==> src/design/pwl_map.vh <==
`ifndef PWL_MAP_VH
`define PWL_MAP_VH
// Function
// RQ1: output latches change only by channel-access write and drive the eight open-drain outputs.
// RQ2: channel-access write loops: take new data, then return sampled pin status.
// RQ3: data byte follows command; bit 0 is channel zero; 1 releases, 0 pulls low.
// RQ4: inverted copy must follow; outputs change only on an exact inverse.
// RQ5: update at last inverse bit: after sample delay if 1, at slot end if 0.
// RQ6: after a good update the device sends the alternating confirmation byte.
// RQ7: in strobe mode, strobe pulses during the two low confirmation bits; the code holds it over the first two bits, 0 then 1.
// RQ8: pins sampled during last confirmation bit, then sent; master writes again or resets.
// RQ9: reset-input mode held low forces outputs off and latches read all ones.
// RQ10: register write takes a two-byte target; only the three search registers accepted.
// RQ11: valid target: each byte stored at once, next byte to next address.
// RQ12: after control/status is written, further bytes are ignored until bus reset.
// RQ13: master should read registers back, since the write has no error check.
// RQ14: each channel has an activity latch set by any pin transition.
// RQ15: activity latches are read-only; the reset command clears all eight together.
// RQ16: after activity reset, every read byte is the confirmation pattern until reset.
// RQ17: a bus reset aborts channel-access write at any point.
// RQ18: one master; this device is always slave; master starts every slot.
// RQ19: master leaves an idle line high and keeps lows within the reset limits.
// RQ20: up to 15.3 kbps standard speed, at most 100 kbps overdrive.
// RQ21: every party drives the shared line only open-drain or tri-state.
// RQ22: control/status bit 2 picks the pin function: 0 reset input, 1 strobe.
// RQ23: a mismatched inverse leaves outputs unchanged, no confirmation, wait for bus reset.

// ==================================================
// command codes
`define PWL_CMD_CHAN_WRITE 8'h5a
`define PWL_CMD_SEARCH_WRITE 8'hcc
`define PWL_CMD_ACT_RESET 8'hc3
`define PWL_CONFIRM 8'haa

// ==================================================
// register locations
`define PWL_ADDR_OUT_LATCH 16'h0089
`define PWL_ADDR_ACT_LATCH 16'h008a
`define PWL_ADDR_SEARCH_MASK 16'h008b
`define PWL_ADDR_SEARCH_POL 16'h008c
`define PWL_ADDR_CTRL 16'h008d

// ==================================================
// control/status fields and reset values
`define PWL_CTRL_PLS 0
`define PWL_CTRL_CT 1
`define PWL_CTRL_PINSEL 2
`define PWL_CTRL_PORL 3
`define PWL_CTRL_VCCP 7
`define PWL_CTRL_WMASK 8'h07
`define PWL_CTRL_RESET 8'h08
`define PWL_OUT_LATCH_RESET 8'hff
`define PWL_SEARCH_RESET 8'h00
`endif

==> src/design/pwl_act_latch.v <==
`timescale 1ns/100ps
module pwl_act_latch #(
  parameter CHANNELS = 8
) (
  // clock and reset
  input wire clk,
  input wire reset,
  // pins and clear
  input wire [CHANNELS-1:0] pinLevel,
  input wire clearAll,
  // latched activity
  output wire [CHANNELS-1:0] activity
);
  genvar g;

  // ==================================================
  // one latch per channel
  generate
    for (g = 0; g < CHANNELS; g = g + 1) begin : chan
      reg prev_reg;
      reg act_reg;
      always @(posedge clk or posedge reset) begin
        if (reset) begin
          prev_reg <= 1'b1;
          act_reg <= 1'b0;
        end else begin
          prev_reg <= pinLevel[g];
          // a transition in the clear cycle still sets the latch
          if (prev_reg != pinLevel[g]) begin // [RQ14]
            act_reg <= 1'b1;
          end else if (clearAll) begin // [RQ15]
            act_reg <= 1'b0;
          end
        end
      end
      assign activity[g] = act_reg;
    end
  endgenerate
endmodule // pwl_act_latch

==> src/design/pwl_fifo2.v <==
`timescale 1ns/100ps
module pwl_fifo2 #(
  parameter WIDTH = 8,
  parameter DEPTH = 2,
  parameter AW = 1
) (
  // clock and reset
  input wire clk,
  input wire reset,
  // filling side
  input wire inValid,
  output wire inReady,
  input wire [WIDTH-1:0] inData,
  // draining side
  output wire outValid,
  input wire outReady,
  output wire [WIDTH-1:0] outData
);
  reg [WIDTH-1:0] mem_reg [0:DEPTH-1];
  reg [AW-1:0] wrPtr_reg;
  reg [AW-1:0] rdPtr_reg;
  reg [AW:0] count_reg;
  wire push;
  wire pop;
  integer i;

  assign inReady = (count_reg != DEPTH[AW:0]);
  assign outValid = (count_reg != {(AW+1){1'b0}});
  assign outData = mem_reg[rdPtr_reg];
  assign push = inValid && inReady;
  assign pop = outValid && outReady;

  // ==================================================
  // storage and pointers
  always @(posedge clk or posedge reset) begin
    if (reset) begin
      wrPtr_reg <= {AW{1'b0}};
      rdPtr_reg <= {AW{1'b0}};
      count_reg <= {(AW+1){1'b0}};
      for (i = 0; i < DEPTH; i = i + 1) begin
        mem_reg[i] <= {WIDTH{1'b0}};
      end
    end else begin
      if (push) begin
        mem_reg[wrPtr_reg] <= inData;
        wrPtr_reg <= (wrPtr_reg == DEPTH[AW-1:0] - 1'b1) ? {AW{1'b0}} : wrPtr_reg + 1'b1;
      end
      if (pop) begin
        rdPtr_reg <= (rdPtr_reg == DEPTH[AW-1:0] - 1'b1) ? {AW{1'b0}} : rdPtr_reg + 1'b1;
      end
      if (push && !pop) begin
        count_reg <= count_reg + 1'b1;
      end else if (pop && !push) begin
        count_reg <= count_reg - 1'b1;
      end
    end
  end
endmodule // pwl_fifo2

==> src/design/pwl_top.v <==
`timescale 1ns/100ps
`include "pwl_map.vh"
module pwl_top #(
  parameter CHANNELS = 8
) (
  // clock and reset
  input wire clk,
  input wire reset,
  // bit-slot events from the line front end
  input wire cmdStart,
  input wire busReset,
  input wire slotSample,
  input wire rxBit,
  input wire slotEnd,
  output reg txBit,
  output reg rxReady,
  // port pins
  input wire [CHANNELS-1:0] portIn,
  output reg [CHANNELS-1:0] portOut,
  output reg [CHANNELS-1:0] portOe,
  // reset or strobe pin
  input wire rstStrbIn,
  output reg rstStrbOut,
  output reg rstStrbOe,
  // supply status
  input wire vccPowered,
  // register contents
  output reg [CHANNELS-1:0] outputLatchState,
  output reg [CHANNELS-1:0] activityLatchState,
  output reg [7:0] searchChannelMask,
  output reg [7:0] searchPolaritySelect,
  output reg [7:0] controlAndStatus
);
  localparam S_IDLE = 4'd0;
  localparam S_CMD = 4'd1;
  localparam S_CAW_DATA = 4'd2;
  localparam S_CAW_INV = 4'd3;
  localparam S_CAW_CONF = 4'd4;
  localparam S_CAW_STAT = 4'd5;
  localparam S_CSR_ADDR = 4'd6;
  localparam S_CSR_DATA = 4'd7;
  localparam S_ACT_CONF = 4'd8;
  localparam S_HALT = 4'd9;
  localparam [7:0] CTRL_INIT = `PWL_CTRL_RESET;
  localparam [7:0] CONF_PAT = `PWL_CONFIRM;

  reg [3:0] state_reg;
  reg [2:0] bitCnt_reg;
  reg [7:0] shift_reg;
  reg [7:0] newData_reg;
  reg [7:0] status_reg;
  reg [15:0] addr_reg;
  reg addrHigh_reg;
  reg matched_reg;
  reg applyPending_reg;
  reg strobeOn_reg;
  reg [7:0] latch_reg;
  reg [7:0] mask_reg;
  reg [7:0] pol_reg;
  reg [3:0] ctrl_reg;
  reg actClear_reg;
  wire [7:0] rxByte;
  wire [7:0] fifoData;
  wire fifoValid;
  wire fifoInReady;
  wire fifoPop;
  wire rxState;
  wire [7:0] actNow;
  wire pinMode;
  wire latchForced;
  wire [7:0] candidate;

  // ==================================================
  // helpers
  function is_rx_state;
    input [3:0] st;
    begin
      is_rx_state = (st == S_CMD) || (st == S_CAW_DATA) || (st == S_CAW_INV) ||
        (st == S_CSR_ADDR) || (st == S_CSR_DATA);
    end
  endfunction

  function search_addr_ok;
    input [15:0] a;
    begin
      search_addr_ok = (a >= `PWL_ADDR_SEARCH_MASK) && (a <= `PWL_ADDR_CTRL); // [RQ10]
    end
  endfunction

  assign rxState = is_rx_state(state_reg);
  assign rxByte = {rxBit, shift_reg[7:1]};
  assign candidate = rxByte;
  assign pinMode = ctrl_reg[`PWL_CTRL_PINSEL]; // [RQ22]
  // reset-input mode with the pin low holds the outputs off
  assign latchForced = !pinMode && !rstStrbIn; // [RQ9]
  assign fifoPop = fifoValid && rxState;

  // ==================================================
  // received byte buffer; a full buffer holds off the front end
  // two entries absorb a byte at either line rate [RQ20]
  pwl_fifo2 #(
    .WIDTH(8),
    .DEPTH(2),
    .AW(1)
  ) u_rxbuf (
    .clk(clk),
    .reset(reset),
    .inValid(rxState && slotEnd && (bitCnt_reg == 3'd7)),
    .inReady(fifoInReady),
    .inData(shift_reg),
    .outValid(fifoValid),
    .outReady(rxState),
    .outData(fifoData)
  );

  pwl_act_latch #(
    .CHANNELS(CHANNELS)
  ) u_act (
    .clk(clk),
    .reset(reset),
    .pinLevel(portIn),
    .clearAll(actClear_reg),
    .activity(actNow)
  );

  // ==================================================
  // command sequencer
  always @(posedge clk or posedge reset) begin
    if (reset) begin
      state_reg <= S_IDLE;
      bitCnt_reg <= 3'd0;
      shift_reg <= 8'h00;
      newData_reg <= 8'h00;
      status_reg <= 8'h00;
      addr_reg <= 16'h0000;
      addrHigh_reg <= 1'b0;
      matched_reg <= 1'b0;
      applyPending_reg <= 1'b0;
      strobeOn_reg <= 1'b0;
      latch_reg <= `PWL_OUT_LATCH_RESET;
      mask_reg <= `PWL_SEARCH_RESET;
      pol_reg <= `PWL_SEARCH_RESET;
      ctrl_reg <= CTRL_INIT[3:0];
      actClear_reg <= 1'b0;
      txBit <= 1'b1;
    end else begin
      actClear_reg <= 1'b0;
      if (latchForced) begin
        latch_reg <= 8'hff; // [RQ9]
      end
      if (busReset) begin
        // any bus reset ends the running command
        state_reg <= S_IDLE; // [RQ17]
        bitCnt_reg <= 3'd0;
        applyPending_reg <= 1'b0;
        strobeOn_reg <= 1'b0;
        matched_reg <= 1'b0;
        txBit <= 1'b1;
      end else if (cmdStart && state_reg == S_IDLE) begin
        state_reg <= S_CMD;
        bitCnt_reg <= 3'd0;
      end else begin
        // ----- bit level: receive shift
        if (rxState && slotSample) begin // [RQ18]
          shift_reg <= rxByte; // [RQ3]
          if (state_reg == S_CAW_INV && bitCnt_reg == 3'd7) begin
            matched_reg <= (candidate == ~newData_reg); // [RQ4]
            if (candidate == ~newData_reg) begin
              if (rxBit) begin
                if (!latchForced) begin
                  latch_reg <= newData_reg; // [RQ5] [RQ1]
                end
              end else begin
                applyPending_reg <= 1'b1; // [RQ5]
              end
            end
          end
        end
        if (applyPending_reg && slotEnd) begin
          applyPending_reg <= 1'b0;
          if (!latchForced) begin
            latch_reg <= newData_reg; // [RQ5] [RQ1]
          end
        end
        // ----- bit level: transmit states
        if (state_reg == S_CAW_CONF || state_reg == S_CAW_STAT || state_reg == S_ACT_CONF) begin
          if (state_reg == S_CAW_CONF && slotSample && bitCnt_reg == 3'd7) begin
            status_reg <= portIn; // [RQ8]
          end
          if (slotEnd) begin
            bitCnt_reg <= bitCnt_reg + 3'd1;
            if (state_reg == S_CAW_CONF && bitCnt_reg == 3'd1) begin
              strobeOn_reg <= 1'b0; // [RQ7]
            end
            if (bitCnt_reg == 3'd7) begin
              case (state_reg)
                S_CAW_CONF: begin
                  state_reg <= S_CAW_STAT; // [RQ8]
                  txBit <= status_reg[0];
                end
                S_CAW_STAT: begin
                  state_reg <= S_CAW_DATA; // [RQ2]
                  txBit <= 1'b1;
                end
                default: begin
                  txBit <= CONF_PAT[0]; // [RQ16]
                end
              endcase
            end else begin
              case (state_reg)
                S_CAW_STAT: txBit <= status_reg[bitCnt_reg + 3'd1];
                default: txBit <= CONF_PAT[bitCnt_reg + 3'd1]; // [RQ6] [RQ16]
              endcase
            end
          end
        end else if (rxState && slotEnd) begin
          bitCnt_reg <= bitCnt_reg + 3'd1;
        end
        // ----- byte level
        if (fifoPop) begin
          case (state_reg)
            S_CMD: begin
              case (fifoData)
                `PWL_CMD_CHAN_WRITE: state_reg <= S_CAW_DATA;
                `PWL_CMD_SEARCH_WRITE: begin
                  state_reg <= S_CSR_ADDR;
                  addrHigh_reg <= 1'b0;
                end
                `PWL_CMD_ACT_RESET: begin
                  actClear_reg <= 1'b1; // [RQ15]
                  state_reg <= S_ACT_CONF;
                  bitCnt_reg <= 3'd0;
                  txBit <= 1'b0; // [RQ16]
                end
                default: state_reg <= S_HALT;
              endcase
            end
            S_CAW_DATA: begin
              newData_reg <= fifoData; // [RQ3]
              state_reg <= S_CAW_INV;
            end
            S_CAW_INV: begin
              if (matched_reg) begin
                state_reg <= S_CAW_CONF; // [RQ6]
                bitCnt_reg <= 3'd0;
                txBit <= 1'b0;
                strobeOn_reg <= pinMode; // [RQ7]
              end else begin
                state_reg <= S_HALT; // [RQ23]
              end
            end
            S_CSR_ADDR: begin
              if (!addrHigh_reg) begin
                addr_reg[7:0] <= fifoData;
                addrHigh_reg <= 1'b1;
              end else begin
                addr_reg[15:8] <= fifoData;
                if (!search_addr_ok({fifoData, addr_reg[7:0]})) begin
                  state_reg <= S_HALT; // [RQ10]
                end else begin
                  state_reg <= S_CSR_DATA;
                end
              end
            end
            S_CSR_DATA: begin
              // written as each byte arrives; no check, master reads back
              case (addr_reg)
                `PWL_ADDR_SEARCH_MASK: mask_reg <= fifoData; // [RQ11]
                `PWL_ADDR_SEARCH_POL: pol_reg <= fifoData; // [RQ11]
                default: begin
                  // power-on flag can only be cleared, never set
                  ctrl_reg <= {ctrl_reg[3] & fifoData[`PWL_CTRL_PORL], fifoData[2:0]};
                end
              endcase
              addr_reg <= addr_reg + 16'h0001; // [RQ11]
              if (addr_reg == `PWL_ADDR_CTRL) begin
                state_reg <= S_HALT; // [RQ12]
              end
            end
            default: state_reg <= S_HALT;
          endcase
        end
      end
    end
  end

  // ==================================================
  // registered outputs
  always @(posedge clk or posedge reset) begin
    if (reset) begin
      portOut <= {CHANNELS{1'b0}};
      portOe <= {CHANNELS{1'b0}};
      rstStrbOut <= 1'b0;
      rstStrbOe <= 1'b0;
      rxReady <= 1'b1;
      outputLatchState <= `PWL_OUT_LATCH_RESET;
      activityLatchState <= 8'h00;
      searchChannelMask <= `PWL_SEARCH_RESET;
      searchPolaritySelect <= `PWL_SEARCH_RESET;
      controlAndStatus <= `PWL_CTRL_RESET;
    end else begin
      portOut <= {CHANNELS{1'b0}}; // [RQ21]
      // a zero latch bit turns its pull-down on
      portOe <= latchForced ? {CHANNELS{1'b0}} : ~latch_reg; // [RQ1] [RQ9]
      rstStrbOut <= 1'b0; // [RQ21]
      rstStrbOe <= strobeOn_reg && pinMode; // [RQ7]
      rxReady <= fifoInReady;
      outputLatchState <= latch_reg;
      activityLatchState <= actNow; // [RQ14]
      searchChannelMask <= mask_reg;
      searchPolaritySelect <= pol_reg;
      controlAndStatus <= {vccPowered, 3'b000, ctrl_reg};
    end
  end
endmodule // pwl_top

==> config.mk <==
export PLATFORM = sky130hd
export DESIGN_NAME = pwl_top
export DESIGN_NICKNAME = d
export VERILOG_FILES = /design/src/design/pwl_act_latch.v /design/src/design/pwl_fifo2.v /design/src/design/pwl_top.v
export VERILOG_INCLUDE_DIRS = /design/src /design/src/design
export SDC_FILE = /design/constraint.sdc
export NUM_CORES = 1
export LEC_CHECK = 0
export ABC_AREA = 1
export BUFFER_PORTS_ARGS = -buffer_cell sky130_fd_sc_hd__buf_2
export CAP_MARGIN = 5
export CORE_MARGIN = 2
export CORE_UTILIZATION = 59
export CTS_CLUSTER_SIZE = 20
export DETAILED_ROUTE_END_ITERATION = 10
export GPL_ROUTABILITY_DRIVEN = 0
export GPL_TIMING_DRIVEN = 0
export PLACE_DENSITY = 0.85
export SLEW_MARGIN = 10
export SYNTH_ARGS = -nofsm -noshare
export SYNTH_HDL_FRONTEND = slang
export SYNTH_HIERARCHICAL = 1
export SYNTH_SLANG_ARGS = --single-unit
==> constraint.sdc <==
create_clock -name clk -period 5.5 [get_ports clk]
set_clock_uncertainty 0.15 [all_clocks]
set_input_delay 1.1 -clock clk [delete_from_list [all_inputs] [get_ports clk]]
set_output_delay 1.1 -clock clk [all_outputs]
set_load 0.02 [all_outputs]
==> metrics.txt, run 1 <==
Static Leakage roughly 0.0047 uW; number of synthesis warnings 6; footprint of the multi-input gates 2910 sq um; register-to-register setup slack ~2900 ps; Peak VDD IR approximately 0.27 mV; power share of the combinational group 0.163; cell depth of the worst flop-to-flop path 13; category of the worst setup path launch point input pin; horizontal die dimension 119 um; maximum number of pins on one net before global-route repair 84; number of post-CTS setup repair buffers 0; outcome complete, no violations; RSZ-0062 raised after global routing no; first-pass GRT wire length 30,600 um; Antenna Cells 0; drt total wl 18,300 um; Inserted Clock Buffers 17; remaining max-slew budget at the tightest pin 0.460; Final ANT Viol Nets 0; number of antenna violations at the first check in global routing 0; sequential fraction of the synthesis area 0.531; count of pins over their slew limit 0; count of maximum capacitance violations 0; synthesized instance count roughly 920; proportion of power drawn by the clock network 0.391; CP arrival roughly 2700 ps; crit path to u_rxbuf/count_reg[1]; Post-CTS Hold Buffers 0; Placeable Area ~13,000 sq um; via count of the first global-routing pass 6,329; initial standard-cell utilization of the core 0.610; number of port buffers just over 60; worst r2r dst u_rxbuf/count_reg[1]; worst-path maximum fanout 10; Post-Synthesis Mean Instance Area ~8.5 sq um; Finished Layout Cells 1,199; detailed-route vias per instance 5.46; post-placement cell count approximately 1,200; number of iterations in the first detailed-routing pass 6; number of nets in the layout 1,039; worst hold margin between 200 and 250 ps; number of ports placed on the die boundary 77; nature of the critical path endpoint flip-flop; CP required approximately 5700 ps; synthesized flop and latch total roughly 160; internal power component 2200 uW; netlist area before placement between 7000 and 8000 sq um; Total Die Area between 10,000 and 15,000 sq um; power density of the placed cells 347 nW/um^2; die span in y approximately 120 um; FILL cells ~890; total of cells resized after clock tree synthesis 0; net switching power roughly 910 uW; per-cell routed wire length about 15 um; net switching share of the total power 0.293; count of cell types in the netlist 44; origin of the critical flop-to-flop path state_reg[3]; number of design rule violations left after detail routing 0; sinks on the clock net around 160; worst-skew pair later-pin latency ~440 ps; actual slew at the worst max-slew pin approximately 800 ps; clock slew at the register clock pins of the worst setup and hold paths around 60 ps; clk buf depth 2; Setup-failing EPs final 0; final critical delay including setup and external delays between 2000 and 3000 ps; root buf cell sky130_fd_sc_hd__clkbuf_16; signed area change from the synthesized netlist to the final layout 15.4%; layout cells sized above 1 0.188; area taken by flip-flops and latches about 4100 sq um; total gr overflow 0; total number of vias roughly 6,500; class of the tightest hold or removal check reg2reg; final critical-path share of the clock period 0.465; GR Util All Layers 0.273; Total Power Consumption approximately 3100 uW; Row Count 41; CP Class in2reg; fmax 391 MHz; TritonCTS clock tree built; relative contribution of sequential cells to total power 0.446; endpoints failing hold 0; number of violations reported at the end of detailed-routing iteration 0 691; final HPWL from detailed placement about 12,000 um; source of the critical timing path slotEnd; final core utilization 0.704; H-Tree Level Count 4
-- critical path: stages --
cell and delay [ps]:
sky130_fd_sc_hd__clkbuf_1 310, sky130_fd_sc_hd__nand2_1 210, sky130_fd_sc_hd__nor2_1 230, sky130_fd_sc_hd__buf_4 230, sky130_fd_sc_hd__nand2_1 90, sky130_fd_sc_hd__inv_1 60, sky130_fd_sc_hd__ha_1 240, sky130_fd_sc_hd__inv_1 80
sky130_fd_sc_hd__nand3_1 70, sky130_fd_sc_hd__nand2_1 60, sky130_fd_sc_hd__nand2_1 40
-- logic make-up (layout without fill, tap and decap cells) --
group	Yosys count	after routing	share of synthesized area
buf+inv	165	260	0.0998
simple gates	454	454	0.256
fa+ha+maj	8	8	0.0129
compound gates	116	116	0.0839
other cells	1	12	0.000482
xor+xnor	9	9	0.0101
mux	4	4	0.00578
flops	164	164	0.531
-- cells in the final DEF (no fill, tap or decap), types with 5 or more instances in the layout --
cell,n
sky130_fd_sc_hd__nand4_1,34
sky130_fd_sc_hd__buf_2,65
sky130_fd_sc_hd__o21ai_2,8
sky130_fd_sc_hd__conb_1,12
sky130_fd_sc_hd__nand2_2,7
sky130_fd_sc_hd__o21ai_0,53
sky130_fd_sc_hd__buf_4,24
sky130_fd_sc_hd__nor2_1,91
sky130_fd_sc_hd__clkbuf_16,17
sky130_fd_sc_hd__xor2_1,5
sky130_fd_sc_hd__clkbuf_1,9
sky130_fd_sc_hd__inv_1,119
sky130_fd_sc_hd__dfstp_2,28
sky130_fd_sc_hd__dfrtp_1,136
sky130_fd_sc_hd__nand3_1,46
sky130_fd_sc_hd__nand2_1,256
sky130_fd_sc_hd__ha_1,8
sky130_fd_sc_hd__a21oi_1,41
-- how the worst min path moves through the flow --
stage                             from             endpoint  slack, ps  depth (start not counted)
after floorplan            ctrl_reg[0]  controlAndStatus[0]        200                          0
after global placement    latch_reg[2]  outputLatchState[2]        210                          0
after detailed placement  latch_reg[5]  outputLatchState[5]        210                          0
after CTS                 latch_reg[5]  outputLatchState[5]        220                          0
after global routing      latch_reg[1]  outputLatchState[1]        220                          0
final                     latch_reg[5]  outputLatchState[5]        220                          0
-- power by group through the flow --
stage	clock network, uW	logic, uW	registers [uW]
4_1_cts	1220	504	1390
2_1_floorplan	0	356	1410
5_1_grt	1280	568	1400
6_report	1220	508	1390
3_5_place_dp	0	492	1410
3_3_place_gp	0	477	1400
-- Yosys cell counts, drive strengths merged --
| library cell | count | area [sq um] |
|---|---|---|
| xnor2 | 4 | 35.0 |
| nand2 | 265 | 1030 |
| bufinv | 1 | 17.5 |
| a211oi | 1 | 7.51 |
| ha | 8 | 100 |
| mux2 | 4 | 45.0 |
| a22oi | 1 | 7.51 |
| xor2 | 5 | 43.8 |
| dfrtp | 136 | 3400 |
| clkinv | 1 | 3.75 |
| nor3 | 4 | 20.0 |
| nor4 | 1 | 6.26 |
| a31oi | 2 | 12.5 |
| dfstp | 28 | 736 |
| a21oi | 42 | 221 |
| buf | 32 | 260 |
| o21a | 2 | 15.0 |
| or2 | 2 | 12.5 |
| o32ai | 1 | 8.76 |
| nor3b | 1 | 7.51 |
| clkbuf | 7 | 30.0 |
| o21ai | 61 | 335 |
| nor2 | 97 | 408 |
| conb | 1 | 3.75 |
| o31ai | 2 | 15.0 |
| nand3 | 49 | 275 |
| nand4 | 35 | 234 |
| inv | 124 | 465 |
| o211ai | 4 | 30.0 |
-- final cells by class --
class,instances,area share
clock buffer,21,0.0501
tap,172,0.0239
multi-input combinational,603,0.324
sequential,164,0.460
clock inverter,11,0.0170
inverter,126,0.0547
timing repair buffer,63,0.0376
buffer,39,0.0323
-- stage by stage --
step | worst slack, ps | instance area, sq um | TNS [ps]
global placement | -527 | 8350 | -56410
finish | 2950 | 8990 | 0
global route | 2740 | 8990 | 0
floorplan | 870 | 7830 | 0
detailed placement | 2550 | 8390 | 0
CTS | 2970 | 8990 | 0
-- metal layers --
layer  GRT usage  part of all wire
met1       0.347              0.40
met2       0.470              0.51
met3      0.0536             0.076
met4      0.0938             0.020
met5           0                 0
Note: power is estimated with default switching activity, not from simulation.
==> run 2: changes to the inputs <==
clock period = 2.6 ns   (was 5.5 ns; I/O delays follow)
==> run 2 against run 1 <==
  * Routed wire length decreased by 4.8%
  * Highest routed layer unchanged
  * Register-to-register slack got worse by 2700 ps
  * Clock power increased by 110%
  * Critical endpoint unchanged
  * Sequential share of layout area decreased by 0.29 points
==> metrics.txt, run 2 (synthesis results as in run 1) <==
outcome complete, no violations; signed area change from the synthesized netlist to the final layout 16.2%; startpoint of the most critical hold path vccPowered; maximum number of pins on one net before global-route repair 36 (-57%); fmax between 400 and 500 MHz; Placeable Area 12,800 sq um (unchanged); leading cell type in the layout, fill and taps excluded sky130_fd_sc_hd__nand2_1; Setup-failing EPs final 0 (unchanged); per-cell routed wire length 14.5 um (-4.9%); Post-CTS Hold Buffers 0 (unchanged); number of port buffers 62 (unchanged); number of antenna violations at the first check in global routing 0 (unchanged); category of the worst setup path launch point flip-flop; Peak VDD IR 0.609 mV (+130%); Row Count 41 (unchanged); clk buf depth 2 (unchanged); total gr overflow 0 (unchanged); horizontal die dimension 119 um (unchanged); top library cells by usage in the layout, fill and taps aside 255 x sky130_fd_sc_hd__nand2_1, 136 x sky130_fd_sc_hd__dfrtp_1, 118 x sky130_fd_sc_hd__inv_1; drt total wl 17,500 um (-4.8%); final core utilization 0.708 (+0.00441); Hold Crit Endpoint controlAndStatus[7]; RSZ-0062 raised after global routing no; final critical delay including setup and external delays approximately 2400 ps; TritonCTS clock tree built; Inserted Clock Buffers 17 (unchanged); total number of vias 6,356 (-2.9%); remaining max-slew budget at the tightest pin 0.484 (+0.0239); sinks on the clock net 164 (unchanged); CP arrival 2550 ps (-180 ps); endpoints failing hold 0 (unchanged); final critical-path share of the clock period 0.915; via count of the first global-routing pass 6,073 (-4.0%); number of violations reported at the end of detailed-routing iteration 0 513 (-26%); footprint of the multi-input gates 2920 sq um (+0.34%); worst r2r dst u_rxbuf/count_reg[1]; origin of the critical flop-to-flop path state_reg[3]; Static Leakage 0.00474 uW (+0.26%); CP required 2770 ps (-2900 ps); class of the tightest hold or removal check in2reg; cell depth of the worst flop-to-flop path 15 (+2); actual slew at the worst max-slew pin 773 ps (-35.7 ps); number of design rule violations left after detail routing 0 (unchanged); FILL cells 927 (+4.0%); layout cells sized above 1 0.193 (+0.00547); H-Tree Level Count 4 (unchanged); Final ANT Viol Nets 0 (unchanged); die span in y 119 um (unchanged); register-to-register setup slack 220 ps (-2720 ps); worst hold margin 48.4 ps (-167 ps); GR Util All Layers 0.262 (-0.0111); Antenna Cells 0 (unchanged); root buf cell sky130_fd_sc_hd__clkbuf_16; CP Class reg2reg; number of ports placed on the die boundary 77 (unchanged); Total Die Area 14,100 sq um (unchanged); initial standard-cell utilization of the core 0.610 (unchanged); number of iterations in the first detailed-routing pass 5 (-1); power density of the placed cells 728 nW/um^2 (+110%); Placement Cell Area 8420 sq um (+0.37%); count of maximum capacitance violations 0 (unchanged); worst-path maximum fanout 10 (unchanged); final HPWL from detailed placement 12,200 um (+0.94%); post-layout instance area 9050 sq um (+0.63%); nature of the critical path endpoint flip-flop; area taken by flip-flops and latches 4140 sq um (unchanged); number of nets in the layout 1,041 (+0.19%); clock slew at the register clock pins of the worst setup and hold paths 60 ps (about the same); first-pass GRT wire length 29,300 um (-4.3%); count of pins over their slew limit 0 (unchanged); detailed-route vias per instance 5.29 (-3.1%); worst-skew pair later-pin latency 430 ps (about the same); worst hold path depth 1 (+1)
-- run 2: layout make-up --
| cell class | instances | share of cell area |
|---|---|---|
| sequential | 164 | 0.458 |
| multi-input combinational | 603 | 0.323 |
| inverter | 126 | 0.0546 |
| clock buffer | 21 | 0.0509 |
| timing repair buffer | 65 | 0.0409 |
| buffer | 39 | 0.0325 |
| tap | 172 | 0.0238 |
| clock inverter | 11 | 0.0166 |
-- run 2: timing repair --
| item | in CTS | in global routing |
|---|---|---|
| buffers inserted | 0 | 0 |
| endpoints found under the setup margin | 0 | 8 |
| resized for setup | 0 | 5 |
-- run 2: worst max path at each step --
stage	from	end	slack (ps)	cells after the start
finish	state_reg[3]	u_rxbuf/count_reg[1]	220	15
global route	state_reg[3]	u_rxbuf/count_reg[1]	30	15
detailed placement	state_reg[3]	u_rxbuf/count_reg[1]	110	13
CTS	state_reg[3]	u_rxbuf/count_reg[1]	70	13
global placement	reset	searchChannelMask[3]	-430	2
floorplan	reset	actClear_reg	370	1
-- run 2: report_power, final --
group / leakage [uW] / total [uW] / internal (uW) / switching (uW)
clock: 0.000282 / 2590 / 1560 / 1020
sequential: 0.00201 / 2940 / 2760 / 173
combinational: 0.00244 / 1060 / 358 / 701
total: 0.00474 / 6590 / 4690 / 1900
-- run 2: per-layer routing --
layer / GRT usage / routed length [um] / up-vias
met5: 0 / 0 / -
met4: 0.0982 / 370 / 0
met3: 0.0532 / 1120 / 35
met2: 0.444 / 8670 / 241
met1: 0.334 / 7300 / 2992
li1: - / - / 3088
-- run 2: stage by stage --
stage / TNS, ps / total power (uW) / worst slack [ps] / cells
after CTS: 0 / 6590 / 71.8 / 1201
after floorplan: 0 / 3740 / 365 / 932
after global placement: -45380 / 3980 / -430 / 1166
after global routing: 0 / 6880 / 26.7 / 1201
final: 0 / 6590 / 222 / 1201
after detailed placement: 0 / 4020 / 106 / 1169
-- run 2: worst max-delay path, stage by stage, from the launching register on --
cell,delay [ps]
sky130_fd_sc_hd__dfrtp_1,440
sky130_fd_sc_hd__inv_1,90
sky130_fd_sc_hd__nand2_2,100
sky130_fd_sc_hd__inv_1,100
sky130_fd_sc_hd__nand2_2,80
sky130_fd_sc_hd__nand2_2,160
sky130_fd_sc_hd__nand2_2,110
sky130_fd_sc_hd__nor2_2,210
sky130_fd_sc_hd__buf_6,180
sky130_fd_sc_hd__nand2_1,80
sky130_fd_sc_hd__inv_1,60
sky130_fd_sc_hd__ha_1,240
sky130_fd_sc_hd__inv_1,80
sky130_fd_sc_hd__nand3_1,80
sky130_fd_sc_hd__nand2_1,60
sky130_fd_sc_hd__nand2_1,40
==> run 3: changes to the inputs <==
CAP_MARGIN = 10   (was 5)
SYNTH_HIERARCHICAL = unset   (was 1)
==> run 3 against run 2 <==
  * Worst setup slack better by 31 ps
  * Critical endpoint is now shift_reg[4]
  * Die area down 5.3%
  * Worst hold slack worse by 8.3 ps
  * Synthesized cell count down 10%
  * Synthesized area down 5.5%
  * Critical path depth down 9
  * Maximum frequency up 1.3%
  * Flip-flop and latch count unchanged
  * Largest power group unchanged
  * Cell area down 5.2%
  * Largest cell class unchanged
  * Combinational power up 82%
  * Sequential power up 7.1%
  * Via count down 7.6%
==> metrics.txt, run 3 <==
most frequent cell after synthesis sky130_fd_sc_hd__nand2_1; GR Util All Layers 0.264 (+0.00162); Peak VDD IR 0.414 mV (-32%); maximum number of pins on one net before global-route repair 39 (+8.3%); Post-Synthesis Mean Instance Area 8.90 sq um (+5.3%); number of port buffers 63 (+1.6%); Placeable Area 12,100 sq um (-5.2%); final critical delay including setup and external delays 2350 ps (-31.1 ps); horizontal die dimension 116 um (-2.7%); first-pass GRT wire length 27,200 um (-7.3%); top post-synthesis cells by area sky130_fd_sc_hd__dfrtp_1 46%, sky130_fd_sc_hd__nand2_1 11%, sky130_fd_sc_hd__dfstp_2 10%; signed area change from the synthesized netlist to the final layout 16.5%; actual slew at the worst max-slew pin 834 ps (+61.2 ps); final critical-path share of the clock period 0.903 (-0.0120); synthesized instance count 827 (-10%); remaining max-slew budget at the tightest pin 0.443 (-0.0414); cell depth of the worst flop-to-flop path 6 (-9); number of nets in the layout 949 (-8.8%); internal power component 4800 uW (+2.3%); net switching power 2650 uW (+40%); setup tns final 0 ps (unchanged); Row Count 40 (-2.4%); final HPWL from detailed placement 11,200 um (-8.2%); dominant cell type by area after synthesis sky130_fd_sc_hd__dfrtp_1; number of post-CTS setup repair buffers 0 (unchanged); total gr overflow 0 (unchanged); via count of the first global-routing pass 5,538 (-8.8%); worst hold path depth 1 (unchanged); FILL cells 875 (-5.6%); Setup-failing EPs final 0 (unchanged); clk buf depth 2 (unchanged); detailed-route vias per instance 5.31 (+0.38%); number of violations reported at the end of detailed-routing iteration 0 599 (+17%); netlist area before placement 7360 sq um (-5.5%); Post-CTS Hold Buffers 0 (unchanged); worst-path maximum fanout 9 (-1); sinks on the clock net 164 (unchanged); EDFF count, synth 0 (unchanged); endpoints failing hold 0 (unchanged); number of design rule violations left after detail routing 0 (unchanged); net switching share of the total power 0.356 (+0.0676); async set-reset flop share out of synthesis 1.00 (unchanged); count of pins over their slew limit 0 (unchanged); worst-skew pair later-pin latency 440 ps (about the same); most frequently used flop master after synthesis sky130_fd_sc_hd__dfrtp_1; CP Class reg2reg; number of iterations in the first detailed-routing pass 5 (unchanged); count of cell types in the netlist 40 (-9.1%); Static Leakage 0.00429 uW (-9.4%); initial standard-cell utilization of the core 0.608 (-0.00191); power share of the combinational group 0.259 (+0.098); number of synthesis warnings 0 (-6); CP required 2770 ps (about the same); power density of the placed cells 868 nW/um^2 (+19%); Inserted Clock Buffers 17 (unchanged); layout cells sized above 1 0.211 (+0.0179); sequential fraction of the synthesis area 0.562 (+0.0308); total of cells resized after clock tree synthesis 0 (unchanged); count of maximum capacitance violations 0 (unchanged); drt total wl 16,400 um (-6.4%); synthesized flop and latch total 164 (unchanged); leading cell type in the layout, fill and taps excluded sky130_fd_sc_hd__nand2_1; class of the tightest hold or removal check in2reg; H-Tree Level Count 4 (unchanged); proportion of power drawn by the clock network 0.318 (-0.075); top library cells by usage in the layout, fill and taps aside 207 x sky130_fd_sc_hd__nand2_1, 136 x sky130_fd_sc_hd__dfrtp_1, 98 x sky130_fd_sc_hd__inv_1; Antenna Cells 0 (unchanged); relative contribution of sequential cells to total power 0.423 (-0.023); share of the synthesized area in the top cell type 0.462 (+0.0253); RSZ-0062 raised after global routing no; nature of the critical path endpoint flip-flop; die span in y 116 um (-2.7%); Final ANT Viol Nets 0 (unchanged); Total Power Consumption 7440 uW (+13%); total number of vias 5,870 (-7.6%); CP arrival 2510 ps (-40 ps); number of ports placed on the die boundary 77 (unchanged); category of the worst setup path launch point flip-flop; number of antenna violations at the first check in global routing 0 (unchanged); fmax 426 MHz (+1.3%); clock slew at the register clock pins of the worst setup and hold paths 60 ps (about the same); root buf cell sky130_fd_sc_hd__clkbuf_16; outcome complete, no violations; Total Die Area 13,400 sq um (-5.3%); per-cell routed wire length 14.8 um (+1.8%); ranking of synthesized cells by instance count 207 x sky130_fd_sc_hd__nand2_1, 136 x sky130_fd_sc_hd__dfrtp_1, 99 x sky130_fd_sc_hd__inv_1; TritonCTS clock tree built
## run 3: cell type report
class,count,area [sq um],share of cell area
Clock inverter,14,121,0.0142
Multi-Input combinational cell,544,2680,0.313
Clock buffer,18,439,0.0512
Sequential cell,164,4140,0.483
Buffer,29,200,0.0234
Inverter,101,383,0.0447
Timing Repair Buffer,67,395,0.0461
Tap cell,168,210,0.0245
## run 3: final timing paths
kind                               from                     end  slack (ps)
setup / recovery           state_reg[0]            shift_reg[4]         250
hold / removal                portIn[7]  u_act.chan[7].prev_reg          40
setup reg to reg           state_reg[0]            shift_reg[4]         250
hold reg to reg            latch_reg[5]     outputLatchState[5]         220
max in group asynchronous         reset     controlAndStatus[3]        1320
min in group asynchronous         reset            strobeOn_reg         100
## run 3: cell families (layout without fill, tap and decap cells)
logic type,after synthesis,in the layout,synth area share
AND/OR/NAND/NOR,372,372,0.217
flip-flops,164,164,0.562
buffers and inverters,130,229,0.0787
AO/OA/AOI/OAI,129,129,0.0981
XOR/XNOR,16,16,0.0190
adder cells (fa/ha/maj),8,8,0.0136
multiplexers,7,7,0.0107
other,1,12,0.000509
## run 3: metal layers
layer,track usage,share of wire
met5,0,0
met4,0.123,0.031
met3,0.0460,0.056
met2,0.430,0.49
met1,0.348,0.42
## run 3: power groups by stage
stage / logic (uW) / clock network, uW / registers, uW
after floorplan: 1440 / 0 / 3120
final: 1930 / 2370 / 3150
after global placement: 1800 / 0 / 3170
after detailed placement: 1860 / 0 / 3180
after CTS: 1900 / 2380 / 3140
after global routing: 2160 / 2500 / 3190
## run 3: worst max-delay path: stages (launching register included)
cell,delay [ps]
sky130_fd_sc_hd__dfrtp_1,440
sky130_fd_sc_hd__inv_1,180
sky130_fd_sc_hd__nand4_1,220
sky130_fd_sc_hd__nand2_1,360
sky130_fd_sc_hd__inv_1,240
sky130_fd_sc_hd__nand2_2,250
sky130_fd_sc_hd__mux2_2,380
## run 3: per-stage QoR
stage	area (sq um)	setup slack [ps]	hold slack, ps	instances	utilization
3_5_place_dp	8010	350	207	1073	0.661
6_report	8570	253	40.1	1105	0.708
3_3_place_gp	7930	-1000	205	1069	0.655
4_1_cts	8570	321	34.2	1105	0.708
5_1_grt	8570	158	31.6	1105	0.708
2_1_floorplan	7410	-132	204	838	-
